## config.mk

```make
export PLATFORM = sky130hd
export DESIGN_NAME = emb_mult_block
export DESIGN_NICKNAME = d
export VERILOG_FILES = /design/src/design/emb_mult_core.v /design/src/design/emb_mult_block.v
export VERILOG_INCLUDE_DIRS = /design/src /design/src/inc
export SDC_FILE = /design/constraint.sdc
export NUM_CORES = 2
export LEC_CHECK = 0
export BUFFER_PORTS_ARGS = -buffer_cell sky130_fd_sc_hd__buf_4
export CORE_MARGIN = 5
export CORE_UTILIZATION = 35
export DETAILED_ROUTE_END_ITERATION = 7
export GPL_ROUTABILITY_DRIVEN = 0
export PLACE_DENSITY = 0.55
export SETUP_SLACK_MARGIN = 0.4
export SLEW_MARGIN = 0
export SYNTH_ARGS = -nofsm -noshare
export SYNTH_HDL_FRONTEND = slang
export SYNTH_HIERARCHICAL = 1
export SYNTH_SLANG_ARGS = --single-unit
```

## constraint.sdc

```tcl
create_clock -name clk_sys -period 13.4 [get_ports clk_sys]
set_clock_uncertainty 0.1 [all_clocks]
set_input_delay 3.35 -clock clk_sys [delete_from_list [all_inputs] [get_ports clk_sys]]
set_output_delay 3.35 -clock clk_sys [all_outputs]
set_load 0.05 [all_outputs]
```

## src/inc/emb_defines.vh

```
`ifndef EMB_DEFINES_VH
`define EMB_DEFINES_VH

// ----------------------------------------
// operand and product geometry
// ----------------------------------------
`define EMB_WIDE_W        18
`define EMB_NARROW_W      9
`define EMB_PROD_W        36
`define EMB_LANES         2

// ----------------------------------------
// register bus geometry
// ----------------------------------------
`define EMB_ADDR_W        8
`define EMB_DATA_W        32

// ----------------------------------------
// register byte offsets
// ----------------------------------------
`define EMB_REG_CTRL      8'h00
`define EMB_REG_STATUS    8'h04
`define EMB_REG_PROD_LO   8'h08
`define EMB_REG_PROD_HI   8'h0C

// ----------------------------------------
// register select codes
// ----------------------------------------
`define EMB_SEL_NONE      3'h0
`define EMB_SEL_CTRL      3'h1
`define EMB_SEL_STATUS    3'h2
`define EMB_SEL_PROD_LO   3'h3
`define EMB_SEL_PROD_HI   3'h4

// ----------------------------------------
// control register fields
// ----------------------------------------
`define EMB_CTRL_DUAL     0
`define EMB_CTRL_REG_A    1
`define EMB_CTRL_REG_B    2
`define EMB_CTRL_REG_SA   3
`define EMB_CTRL_REG_SB   4
`define EMB_CTRL_REG_OUT  5
`define EMB_CTRL_SIGN_USE 6
`define EMB_CTRL_W        7
`define EMB_CTRL_RESET    7'h00

// ----------------------------------------
// status register fields
// ----------------------------------------
`define EMB_STAT_SIGNED   0
`define EMB_STAT_SIGN_A   1
`define EMB_STAT_SIGN_B   2
`define EMB_STAT_DUAL     3

`endif

```

## src/design/emb_mult_core.v

```verilog
`timescale 1ns/1ns
`include "emb_defines.vh"

module emb_mult_core #(
	parameter W = `EMB_NARROW_W
) (
	// operands
	input  wire [W-1:0]   opA,
	input  wire [W-1:0]   opB,
	// sign interpretation
	input  wire           isSignedA,
	input  wire           isSignedB,
	// full precision result
	output wire [2*W-1:0] product
);

	// ----------------------------------------
	// sign extended multiply
	// ----------------------------------------
	wire signed [W:0]     extA;
	wire signed [W:0]     extB;
	wire signed [2*W+1:0] fullProd;

	// one extra bit lets signed and unsigned share one signed multiplier
	assign extA     = {isSignedA & opA[W-1], opA};
	assign extB     = {isSignedB & opB[W-1], opB};
	assign fullProd = extA * extB;
	// 2W bits always hold the exact result, the top two are copies
	assign product  = fullProd[2*W-1:0];

endmodule // emb_mult_core

```

## src/design/emb_mult_block.v

```verilog
// Behaviour
// - block runs as one 18x18 multiplier or two parallel 9x9 multipliers.
// - single mode serves operand widths from 10 to 18 bits.
// - dual mode gives two independent multipliers of at most 9 bits.
// - operands go in 9 or 18 bit sections, registered or bypassed.
// - register or bypass chosen separately for each input signal.
// - all datapath registers share one clock, one clock enable, one asynchronous clear.
// - a high sign control makes its operand signed, low makes it unsigned.
// - product is signed when either operand is signed, else unsigned.
// - one sign control per operand, shared by both dual mode multipliers.
// - sign controls may change every cycle and have optional own registers.
// - product keeps full precision with no truncation or rounding.
// - product optionally registered as two 18 bit or one 36 bit section.
// - with sign controls unused the block multiplies unsigned.
//
// Chosen here: the Avalon-MM slave port and the register offsets.
`timescale 1ns/1ns
`include "emb_defines.vh"

module emb_mult_block (
	// clock and reset
	input  wire                     clk_sys,
	input  wire                     rst_n,
	// avalon-mm slave
	input  wire [`EMB_ADDR_W-1:0]   avsAddress,
	input  wire                     avsRead,
	input  wire                     avsWrite,
	input  wire [`EMB_DATA_W-1:0]   avsWriteData,
	input  wire [3:0]               avsByteEnable,
	output reg  [`EMB_DATA_W-1:0]   avsReadData,
	output reg                      avsWaitRequest,
	// shared datapath controls
	input  wire                     mulClkEn,
	input  wire                     mulClr,
	// operands and sign controls
	input  wire [`EMB_WIDE_W-1:0]   dataA,
	input  wire [`EMB_WIDE_W-1:0]   dataB,
	input  wire                     signA,
	input  wire                     signB,
	// result
	output reg  [`EMB_PROD_W-1:0]   product,
	output reg                      productSigned
);

	// ----------------------------------------
	// address decode
	// ----------------------------------------
	function [2:0] regSelect;
		input [`EMB_ADDR_W-1:0] addr;
		begin
			case (addr)
				`EMB_REG_CTRL:    regSelect = `EMB_SEL_CTRL;
				`EMB_REG_STATUS:  regSelect = `EMB_SEL_STATUS;
				`EMB_REG_PROD_LO: regSelect = `EMB_SEL_PROD_LO;
				`EMB_REG_PROD_HI: regSelect = `EMB_SEL_PROD_HI;
				default:          regSelect = `EMB_SEL_NONE;
			endcase
		end
	endfunction

	// ----------------------------------------
	// declarations
	// ----------------------------------------
	reg  [`EMB_CTRL_W-1:0]   ctrl;
	wire                     modeDual;
	wire                     useRegA;
	wire                     useRegB;
	wire                     useRegSignA;
	wire                     useRegSignB;
	wire                     useRegOut;
	wire                     signUse;
	wire                     clrAll_n;
	wire [2:0]               wrSel;
	wire [2:0]               rdSel;
	wire                     busReq;

	reg  [`EMB_WIDE_W-1:0]   dataAReg;
	reg  [`EMB_WIDE_W-1:0]   dataBReg;
	reg                      signAReg;
	reg                      signBReg;
	reg  [`EMB_PROD_W-1:0]   prodReg;
	reg                      prodSignedReg;

	wire [`EMB_WIDE_W-1:0]   opA;
	wire [`EMB_WIDE_W-1:0]   opB;
	wire                     effSignA;
	wire                     effSignB;
	wire [`EMB_PROD_W-1:0]   wideProd;
	wire [`EMB_PROD_W-1:0]   dualProd;
	wire [`EMB_PROD_W-1:0]   prodComb;
	wire                     prodSignedComb;

	reg  [`EMB_DATA_W-1:0]   next_readData;

	// ----------------------------------------
	// control field taps
	// ----------------------------------------
	assign modeDual    = ctrl[`EMB_CTRL_DUAL];
	assign useRegA     = ctrl[`EMB_CTRL_REG_A];
	assign useRegB     = ctrl[`EMB_CTRL_REG_B];
	assign useRegSignA = ctrl[`EMB_CTRL_REG_SA];
	assign useRegSignB = ctrl[`EMB_CTRL_REG_SB];
	assign useRegOut   = ctrl[`EMB_CTRL_REG_OUT];
	assign signUse     = ctrl[`EMB_CTRL_SIGN_USE];

	// ----------------------------------------
	// register bus slave
	// ----------------------------------------
	assign busReq = avsRead | avsWrite;
	assign wrSel  = regSelect(avsAddress);
	assign rdSel  = regSelect(avsAddress);

	// read data mux, unmapped offsets read as zero
	always @* begin
		next_readData = 32'h0000_0000;
		case (rdSel)
			`EMB_SEL_CTRL: begin
				next_readData[`EMB_CTRL_W-1:0] = ctrl;
			end
			`EMB_SEL_STATUS: begin
				next_readData[`EMB_STAT_SIGNED] = prodSignedComb;
				next_readData[`EMB_STAT_SIGN_A] = effSignA;
				next_readData[`EMB_STAT_SIGN_B] = effSignB;
				next_readData[`EMB_STAT_DUAL]   = modeDual;
			end
			`EMB_SEL_PROD_LO: begin
				next_readData = product[31:0];
			end
			`EMB_SEL_PROD_HI: begin
				next_readData[`EMB_PROD_W-33:0] = product[`EMB_PROD_W-1:32];
			end
			default: begin
				next_readData = 32'h0000_0000;
			end
		endcase
	end

	// one wait cycle per access: request seen, then answered with waitrequest low
	always @(posedge clk_sys or negedge rst_n) begin
		if (!rst_n) begin
			avsWaitRequest <= 1'b1;
			avsReadData    <= 32'h0000_0000;
		end else if (busReq && avsWaitRequest) begin
			avsWaitRequest <= 1'b0;
			if (avsRead) begin
				avsReadData <= next_readData;
			end
		end else begin
			// back to stalling so a held request is not answered twice
			avsWaitRequest <= 1'b1;
		end
	end

	// writes land on the edge where the master sees waitrequest low
	always @(posedge clk_sys or negedge rst_n) begin
		if (!rst_n) begin
			ctrl <= `EMB_CTRL_RESET;
		end else if (avsWrite && !avsWaitRequest && avsByteEnable[0]) begin
			if (wrSel == `EMB_SEL_CTRL) begin
				ctrl <= avsWriteData[`EMB_CTRL_W-1:0];
			end
		end
	end

	// ----------------------------------------
	// shared clear
	// ----------------------------------------
	// the clear from the fabric acts like reset on the datapath only;
	// it must be glitch free since it reaches flop clear pins directly
	assign clrAll_n = rst_n & ~mulClr;

	// ----------------------------------------
	// input registers
	// ----------------------------------------
	// operand registers, loaded only under the shared clock enable
	always @(posedge clk_sys or negedge clrAll_n) begin
		if (!clrAll_n) begin
			dataAReg <= 18'h0_0000;
			dataBReg <= 18'h0_0000;
		end else if (mulClkEn) begin
			dataAReg <= dataA;
			dataBReg <= dataB;
		end
	end

	// dedicated sign registers, so signs track their registered operands
	always @(posedge clk_sys or negedge clrAll_n) begin
		if (!clrAll_n) begin
			signAReg <= 1'b0;
			signBReg <= 1'b0;
		end else if (mulClkEn) begin
			signAReg <= signA;
			signBReg <= signB;
		end
	end

	// ----------------------------------------
	// per-signal bypass selection
	// ----------------------------------------
	assign opA = useRegA ? dataAReg : dataA;
	assign opB = useRegB ? dataBReg : dataB;

	// sign controls unused means both operands unsigned
	assign effSignA = signUse & (useRegSignA ? signAReg : signA);
	assign effSignB = signUse & (useRegSignB ? signBReg : signB);

	// ----------------------------------------
	// multiplier stage
	// ----------------------------------------
	// single mode: whole 18 bit operands, narrower ones sit in the low bits
	emb_mult_core #(
		.W (`EMB_WIDE_W)
	) uWide (
		.opA       (opA),
		.opB       (opB),
		.isSignedA (effSignA),
		.isSignedB (effSignB),
		.product   (wideProd)
	);

	// dual mode: two 9x9 lanes, both steered by the same two sign controls
	genvar lane;
	generate
		for (lane = 0; lane < `EMB_LANES; lane = lane + 1) begin : gLane
			emb_mult_core #(
				.W (`EMB_NARROW_W)
			) uNarrow (
				.opA       (opA[lane*`EMB_NARROW_W +: `EMB_NARROW_W]),
				.opB       (opB[lane*`EMB_NARROW_W +: `EMB_NARROW_W]),
				.isSignedA (effSignA),
				.isSignedB (effSignB),
				.product   (dualProd[lane*2*`EMB_NARROW_W +: 2*`EMB_NARROW_W])
			);
		end
	endgenerate

	// mode select; the wide core is idle logic in dual mode, a cost for simplicity
	assign prodComb       = modeDual ? dualProd : wideProd;
	assign prodSignedComb = effSignA | effSignB;

	// ----------------------------------------
	// output register
	// ----------------------------------------
	// one 36 bit register serves as two 18 bit sections in dual mode
	always @(posedge clk_sys or negedge clrAll_n) begin
		if (!clrAll_n) begin
			prodReg       <= 36'h0_0000_0000;
			prodSignedReg <= 1'b0;
		end else if (mulClkEn) begin
			prodReg       <= prodComb;
			prodSignedReg <= prodSignedComb;
		end
	end

	// ----------------------------------------
	// result outputs
	// ----------------------------------------
	// bypassed output must stay combinational, else bypass would add latency
	always @* begin
		if (useRegOut) begin
			product       = prodReg;
			productSigned = prodSignedReg;
		end else begin
			product       = prodComb;
			productSigned = prodSignedComb;
		end
	end

endmodule // emb_mult_block

```

# Word level (Yosys, flattened, before mapping)
# Cells that the tools add are included.
[op_classes] multipliers=3 reduce_logical=7 n_eq_ne=7 bitwise=10 shift=0 n_lt_le_gt_ge=0 n_addsub=0 div=0 mux=12
[ops] cell="$mux 36" count=2
[ops] cell="$mul 10x10->18" count=2
[ops] cell="$mul 19x19->36" count=1
[ops] cell="$mux 18" count=2
[ops] cell="$mux 25" count=1
[ops] cell="$eq 8x4->1 const B" count=2
[ops] cell="$pmux 4 s4" count=1
[ops] cell="$pmux 3 s4" count=1
[ops] cell="$eq 8x3->1 const B" count=1
[ops] cell="$logic_not 8->1" count=1
[ops] cell="$and 1x1->1" count=7
[ops] cell="$eq 3x2->1 const B" count=2
[ops] cell="$pmux 3 s2" count=1
[ops] cell="$mux 1" count=4
[ops] cell="$reduce_and 2->1" count=2
[ops] cell="$eq 3x1->1 const B" count=1
[ops] cell="$eq 3x3->1 const B" count=1
[ops] cell="$logic_and 1x1->1" count=3
[ops] cell="$or 1x1->1" count=2
[ops] cell="$logic_not 1->1" count=1
[ops] cell="$not 1->1" count=1
[word_totals] latchBits=0 mem_bits_ro=0 in_bits=88 mem_count=0 word_cells=48 output_inout_bits=70 reg_bits=115 ram_bits=0

# Longest topological paths before layout
[logic_depth] word_depth=7 depth_mapped=32 ltp_nobuf=30

# By module
# Netlist, hierarchy kept.
[by_module_without_submodules] mod="emb_mult_core at uWide" area_each_um2=13233.9 seq_area_each_um2=0.0 instances=1 cells_per_inst=1472
[by_module_without_submodules] mod="emb_mult_block" area_each_um2=5967.0 seq_area_each_um2=2879.0 instances=1 cells_per_inst=451
[by_module_without_submodules] mod="emb_mult_core at gLane[0].uNarrow" area_each_um2=3767.4 seq_area_each_um2=0.0 instances=1 cells_per_inst=434
[by_module_without_submodules] mod="emb_mult_core at gLane[1].uNarrow" area_each_um2=3749.8 seq_area_each_um2=0.0 instances=1 cells_per_inst=429

# Worst setup path after synthesis
# No wires, ideal clock.
[synth_path] path_kind="in2out" start="input signA" end="output product[34]" path_buffers=1 slack_ns=-0.246 cell_stages=24 required_ns=9.950 arrival_ns=10.196 cell_sequence="mux2i_1 -> nor2_1 -> and2_1 -> clkbuf_1 -> nand2_1 -> fa_1 -> inv_1 -> fa_1 -> fa_1 -> fa_1 -> fa_1 -> fa_1 -> ha_1 -> ha_1 -> o21ai_0 -> a21boi_0 -> a221oi_2 -> o22ai_2 -> nor4_4 -> o31ai_2 -> a221oi_2 -> xnor2_1 -> mux2_2 -> mux2_2"
[synth_between] elab_chain_cells=6 elab_cells_between_ends=7 cone_classes="mul (2); mux (3); bitwise (2)"
[synth_lines] item="start: declaration" line_no="emb_mult_block.v:38" source="input wire signA,"
[synth_lines] item="$mux 1" line_no="emb_mult_block.v:204" source="assign effSignA = signUse & (useRegSignA ? signAReg : signA);"
[synth_lines] item="$and 1x1->1" line_no="emb_mult_block.v:204"
[synth_lines] item="net effSignA" line_no="emb_mult_block.v:86" source="wire effSignA;"
[synth_lines] item="$and 1x1->1" line_no="emb_mult_core.v:25" source="assign extA = {isSignedA & opA[W-1], opA};"
[synth_lines] item="$mul 19x19->36" line_no="emb_mult_core.v:27" source="assign fullProd = extA * extB;"
[synth_lines] item="net wideProd[34]" line_no="emb_mult_block.v:88" source="wire [`EMB_PROD_W-1:0] wideProd;"
[synth_lines] item="$mux 36" line_no="emb_mult_block.v:238" source="assign prodComb = modeDual ? dualProd : wideProd;"
[synth_lines] item="$mux 36" line_no="emb_mult_block.v:260" source="if (useRegOut) begin"
[synth_lines] item="end: declaration" line_no="emb_mult_block.v:41" source="output reg [`EMB_PROD_W-1:0] product,"
# The timed path passes the listed nets, and every way through them passes these cells.

# Worst setup path after layout
[layout_path] start="input dataA[10]" end="output product[34]"
[layout_between] elab_chain_cells=4 elab_cells_between_ends=5 cone_classes="mul (2); mux (3)"
[layout_lines] item="start: declaration" line_no="emb_mult_block.v:36" source="input wire [`EMB_WIDE_W-1:0] dataA,"
[layout_lines] item="$mux 18" line_no="emb_mult_block.v:200" source="assign opA = useRegA ? dataAReg : dataA;"
[layout_lines] item="net opA[10]" line_no="emb_mult_block.v:84" source="wire [`EMB_WIDE_W-1:0] opA;"
[layout_lines] item="$mul 19x19->36" line_no="emb_mult_core.v:27"
[layout_lines] item="net wideProd[34]" line_no="emb_mult_block.v:88"
[layout_lines] item="$mux 36" line_no="emb_mult_block.v:238"
[layout_lines] item="$mux 36" line_no="emb_mult_block.v:260"
# The timed path passes the listed nets, and every way through them passes these cells.

==> flow_summary.ini <==
[setup_path]
crit_cells = 27
critical_path.max_fanout = 5
critPathMostFrequentCell = fa_1
critPathBufInv = 7
critPathLaunchType = input pin
cp_slowest_cell = fa_2
critPathCaptureType = output port
reg2reg_depth = 29
slowest_delay_ns = 0.56
cp_top_family = adder cells
path_class = input pin to output port
crit_arrival_ns = 10.22
crit_required_ns = 9.95

[clock_network]
cts.path.max_buffers = 2
clock_latency_ns = 0.45
cts_tree = yes
cts_hold_buf = 0
cts-root-buf = clkbuf_16
cts.reportedPaths.clkPinSlew_ns = 0.06
clock_sinks = 115
htreeDepth = 4
cts_made_buffers = 17

[final_layout]
nNetsFinal = 3856
drive_gt1_share_pct = 25.3
syn_to_final_growth_pct = 19.8

[status]
violations = negative setup slack
status = finished with violations

[synth]
ys_seq_area_share_pct = 10.8
yosys_warnings = 6
yosys.area_share.simple_pct = 13.6
netlist_top_cells_count = 612 x inv_1, 519 x fa_1, 309 x nand2_1
ys_ff_latch = 115
syn_inst = 2786
synthMuxAreaShare_pct = 8.19
yosysTopAreaCell = fa_1
synthFlopType = dfrtp_1
syn-num-nets = 3591
yosysMostFrequentCell = inv_1
synth_area_per_cell_um2 = 9.59
synthArstFlopShare_pct = 100
syn_area_um2 = 26700
netlist.area_leader.share_pct = 38.9
synthTopCellsByArea = fa_1 39%, dfrtp_1 11%, ha_1 9.3%
synth-edff-count = 0
yosysUniqueCellTypes = 74
synth_xor_area_share_pct = 2.75
synth_top_family_by_area = adder cells
synth_compound_area_share_pct = 5.92
synth_fa_ha_area_share_pct = 48.2

[floorplan]
fp.dieH_um = 286
die-area_um2 = 82000
fp.dieW_um = 286
core_area_um2 = 75800
pin_count = 158
num_rows = 101
initial_core_util_pct = 35.2

[global_route]
grt_pass1_wl_um = 117000
grt_overflow = 0
antenna_found_initial = 3
groute.usage.overall_pct = 18.1
grt_max_degree = 64
grt_pass1_vias = 21200

[detailed_routing]
routedWlPerCell_um = 18.0
dr.pass1.iters = 5
vias = 19600
route.detailed.drc = 0
drt_iter0_markers = 769
antenna_left = 0
via_per_inst = 4.84
wl_um = 72800

[min_path]
hold_class = register to register
whs_path_depth = 2

[run]
maxCapViolCount = 0

[timing]
hold_violations = 0
drv_slew = 0
min_period_ns = 13.67
fin_ws_ns = -0.271
rsz0062_at_grt = true
worstMarginPinSlew_ns = 1.00
fin_crit_sh_pct = 102
setup_viol = 10
fmax_ghz = 0.0731
slew_headroom_pct = 33.2

[placement]
dp_slack_ns = -0.449
io_buffers = 129
dpl.hpwl_um = 57500
flip-flops by register name, summed over array words and instances, names as in the netlist:
signal          count
signAReg            1
ctrl                7
signBReg            1
dataAReg           18
dataBReg           18
prodSignedReg       1
prodReg            36
avsReadData        32
avsWaitRequest      1
area by class of cell:
class	instances	area [um2]
multi-input cells	1927	21900
fillers	7604	43800
diodes	2	5.00
flip-flops and latches	115	2880
clock inverters	12	153
inverters	614	2300
well taps	978	1220
repair buffers	376	3090
clock buffers	20	457
per-layer routing:
metal  GRT usage, %  part of all wire (%)  vias up
li1               -                     -     9030
met1           24.9                    45    10200
met2           31.6                    50      311
met3           1.90                   3.6       53
met4           2.82                   1.3        0
met5              0                     0        -
path summary, 6_finish.rpt:
| kind | end | start | slack (ns) |
|---|---|---|---|
| max | product[34] | dataA[10] | -0.27 |
| min | avsReadData[2] | avsReadData[2] | 0.38 |
| max reg2reg | avsReadData[0] | ctrl[2] | 4.66 |
| min reg2reg | avsReadData[2] | avsReadData[2] | 0.38 |
| max in group asynchronous | dataAReg[1] | rst_n | 8.57 |
| min in group asynchronous | avsReadData[29] | rst_n | 2.79 |
worst min-delay path, cell delays in order, from the launching register on:
cell	delay [ns]
dfrtp_1	0.34
nand2_1	0.05
o31ai_1	0.05
kinds of logic after synthesis:
family | count (synthesis)
AOI/OAI and AO/OA | 215
xor gates and xnor gates | 84
muxes | 194
and+or+nand+nor | 711
DFF | 115
buffers and inverters | 750
adders and majority gates | 717
stage by stage:
| step | util (%) | TNS, ns | instance area [um2] | hold WS [ns] | cells |
|---|---|---|---|---|---|
| after floorplan | - | 0 | 27100 | 0.375 | 2786 |
| after global placement | 39.8 | -3.98 | 30200 | 0.363 | 3971 |
| after detailed placement | 39.8 | -4.11 | 30200 | 0.373 | 3971 |
| after CTS | 41.7 | -2.24 | 31600 | 0.385 | 4029 |
| after global routing | 42.2 | -4.55 | 32000 | 0.408 | 4044 |
| final | 42.2 | -1.68 | 32000 | 0.381 | 4044 |
cells in the final DEF, fill, tap and decap left out, drive strengths merged, types with 52 or more instances in the layout:
master,Yosys,final
and2,262,262
buf,20,375
dfrtp,114,114
fa,519,519
ha,198,198
inv,613,615
mux2,190,196
nand2,309,309
nor2,52,52
xnor2,61,61
repair_timing:
item / CTS / global route
endpoints found under the setup margin: 23 / 24
resized for setup: 127 / 78
gates cloned: 6 / 2
pin swaps: 41 / 41
buffers inserted: 20 / 11
Power is not shown: default switching activity piles up to over one toggle a cycle in this logic, so the estimate is an artifact.
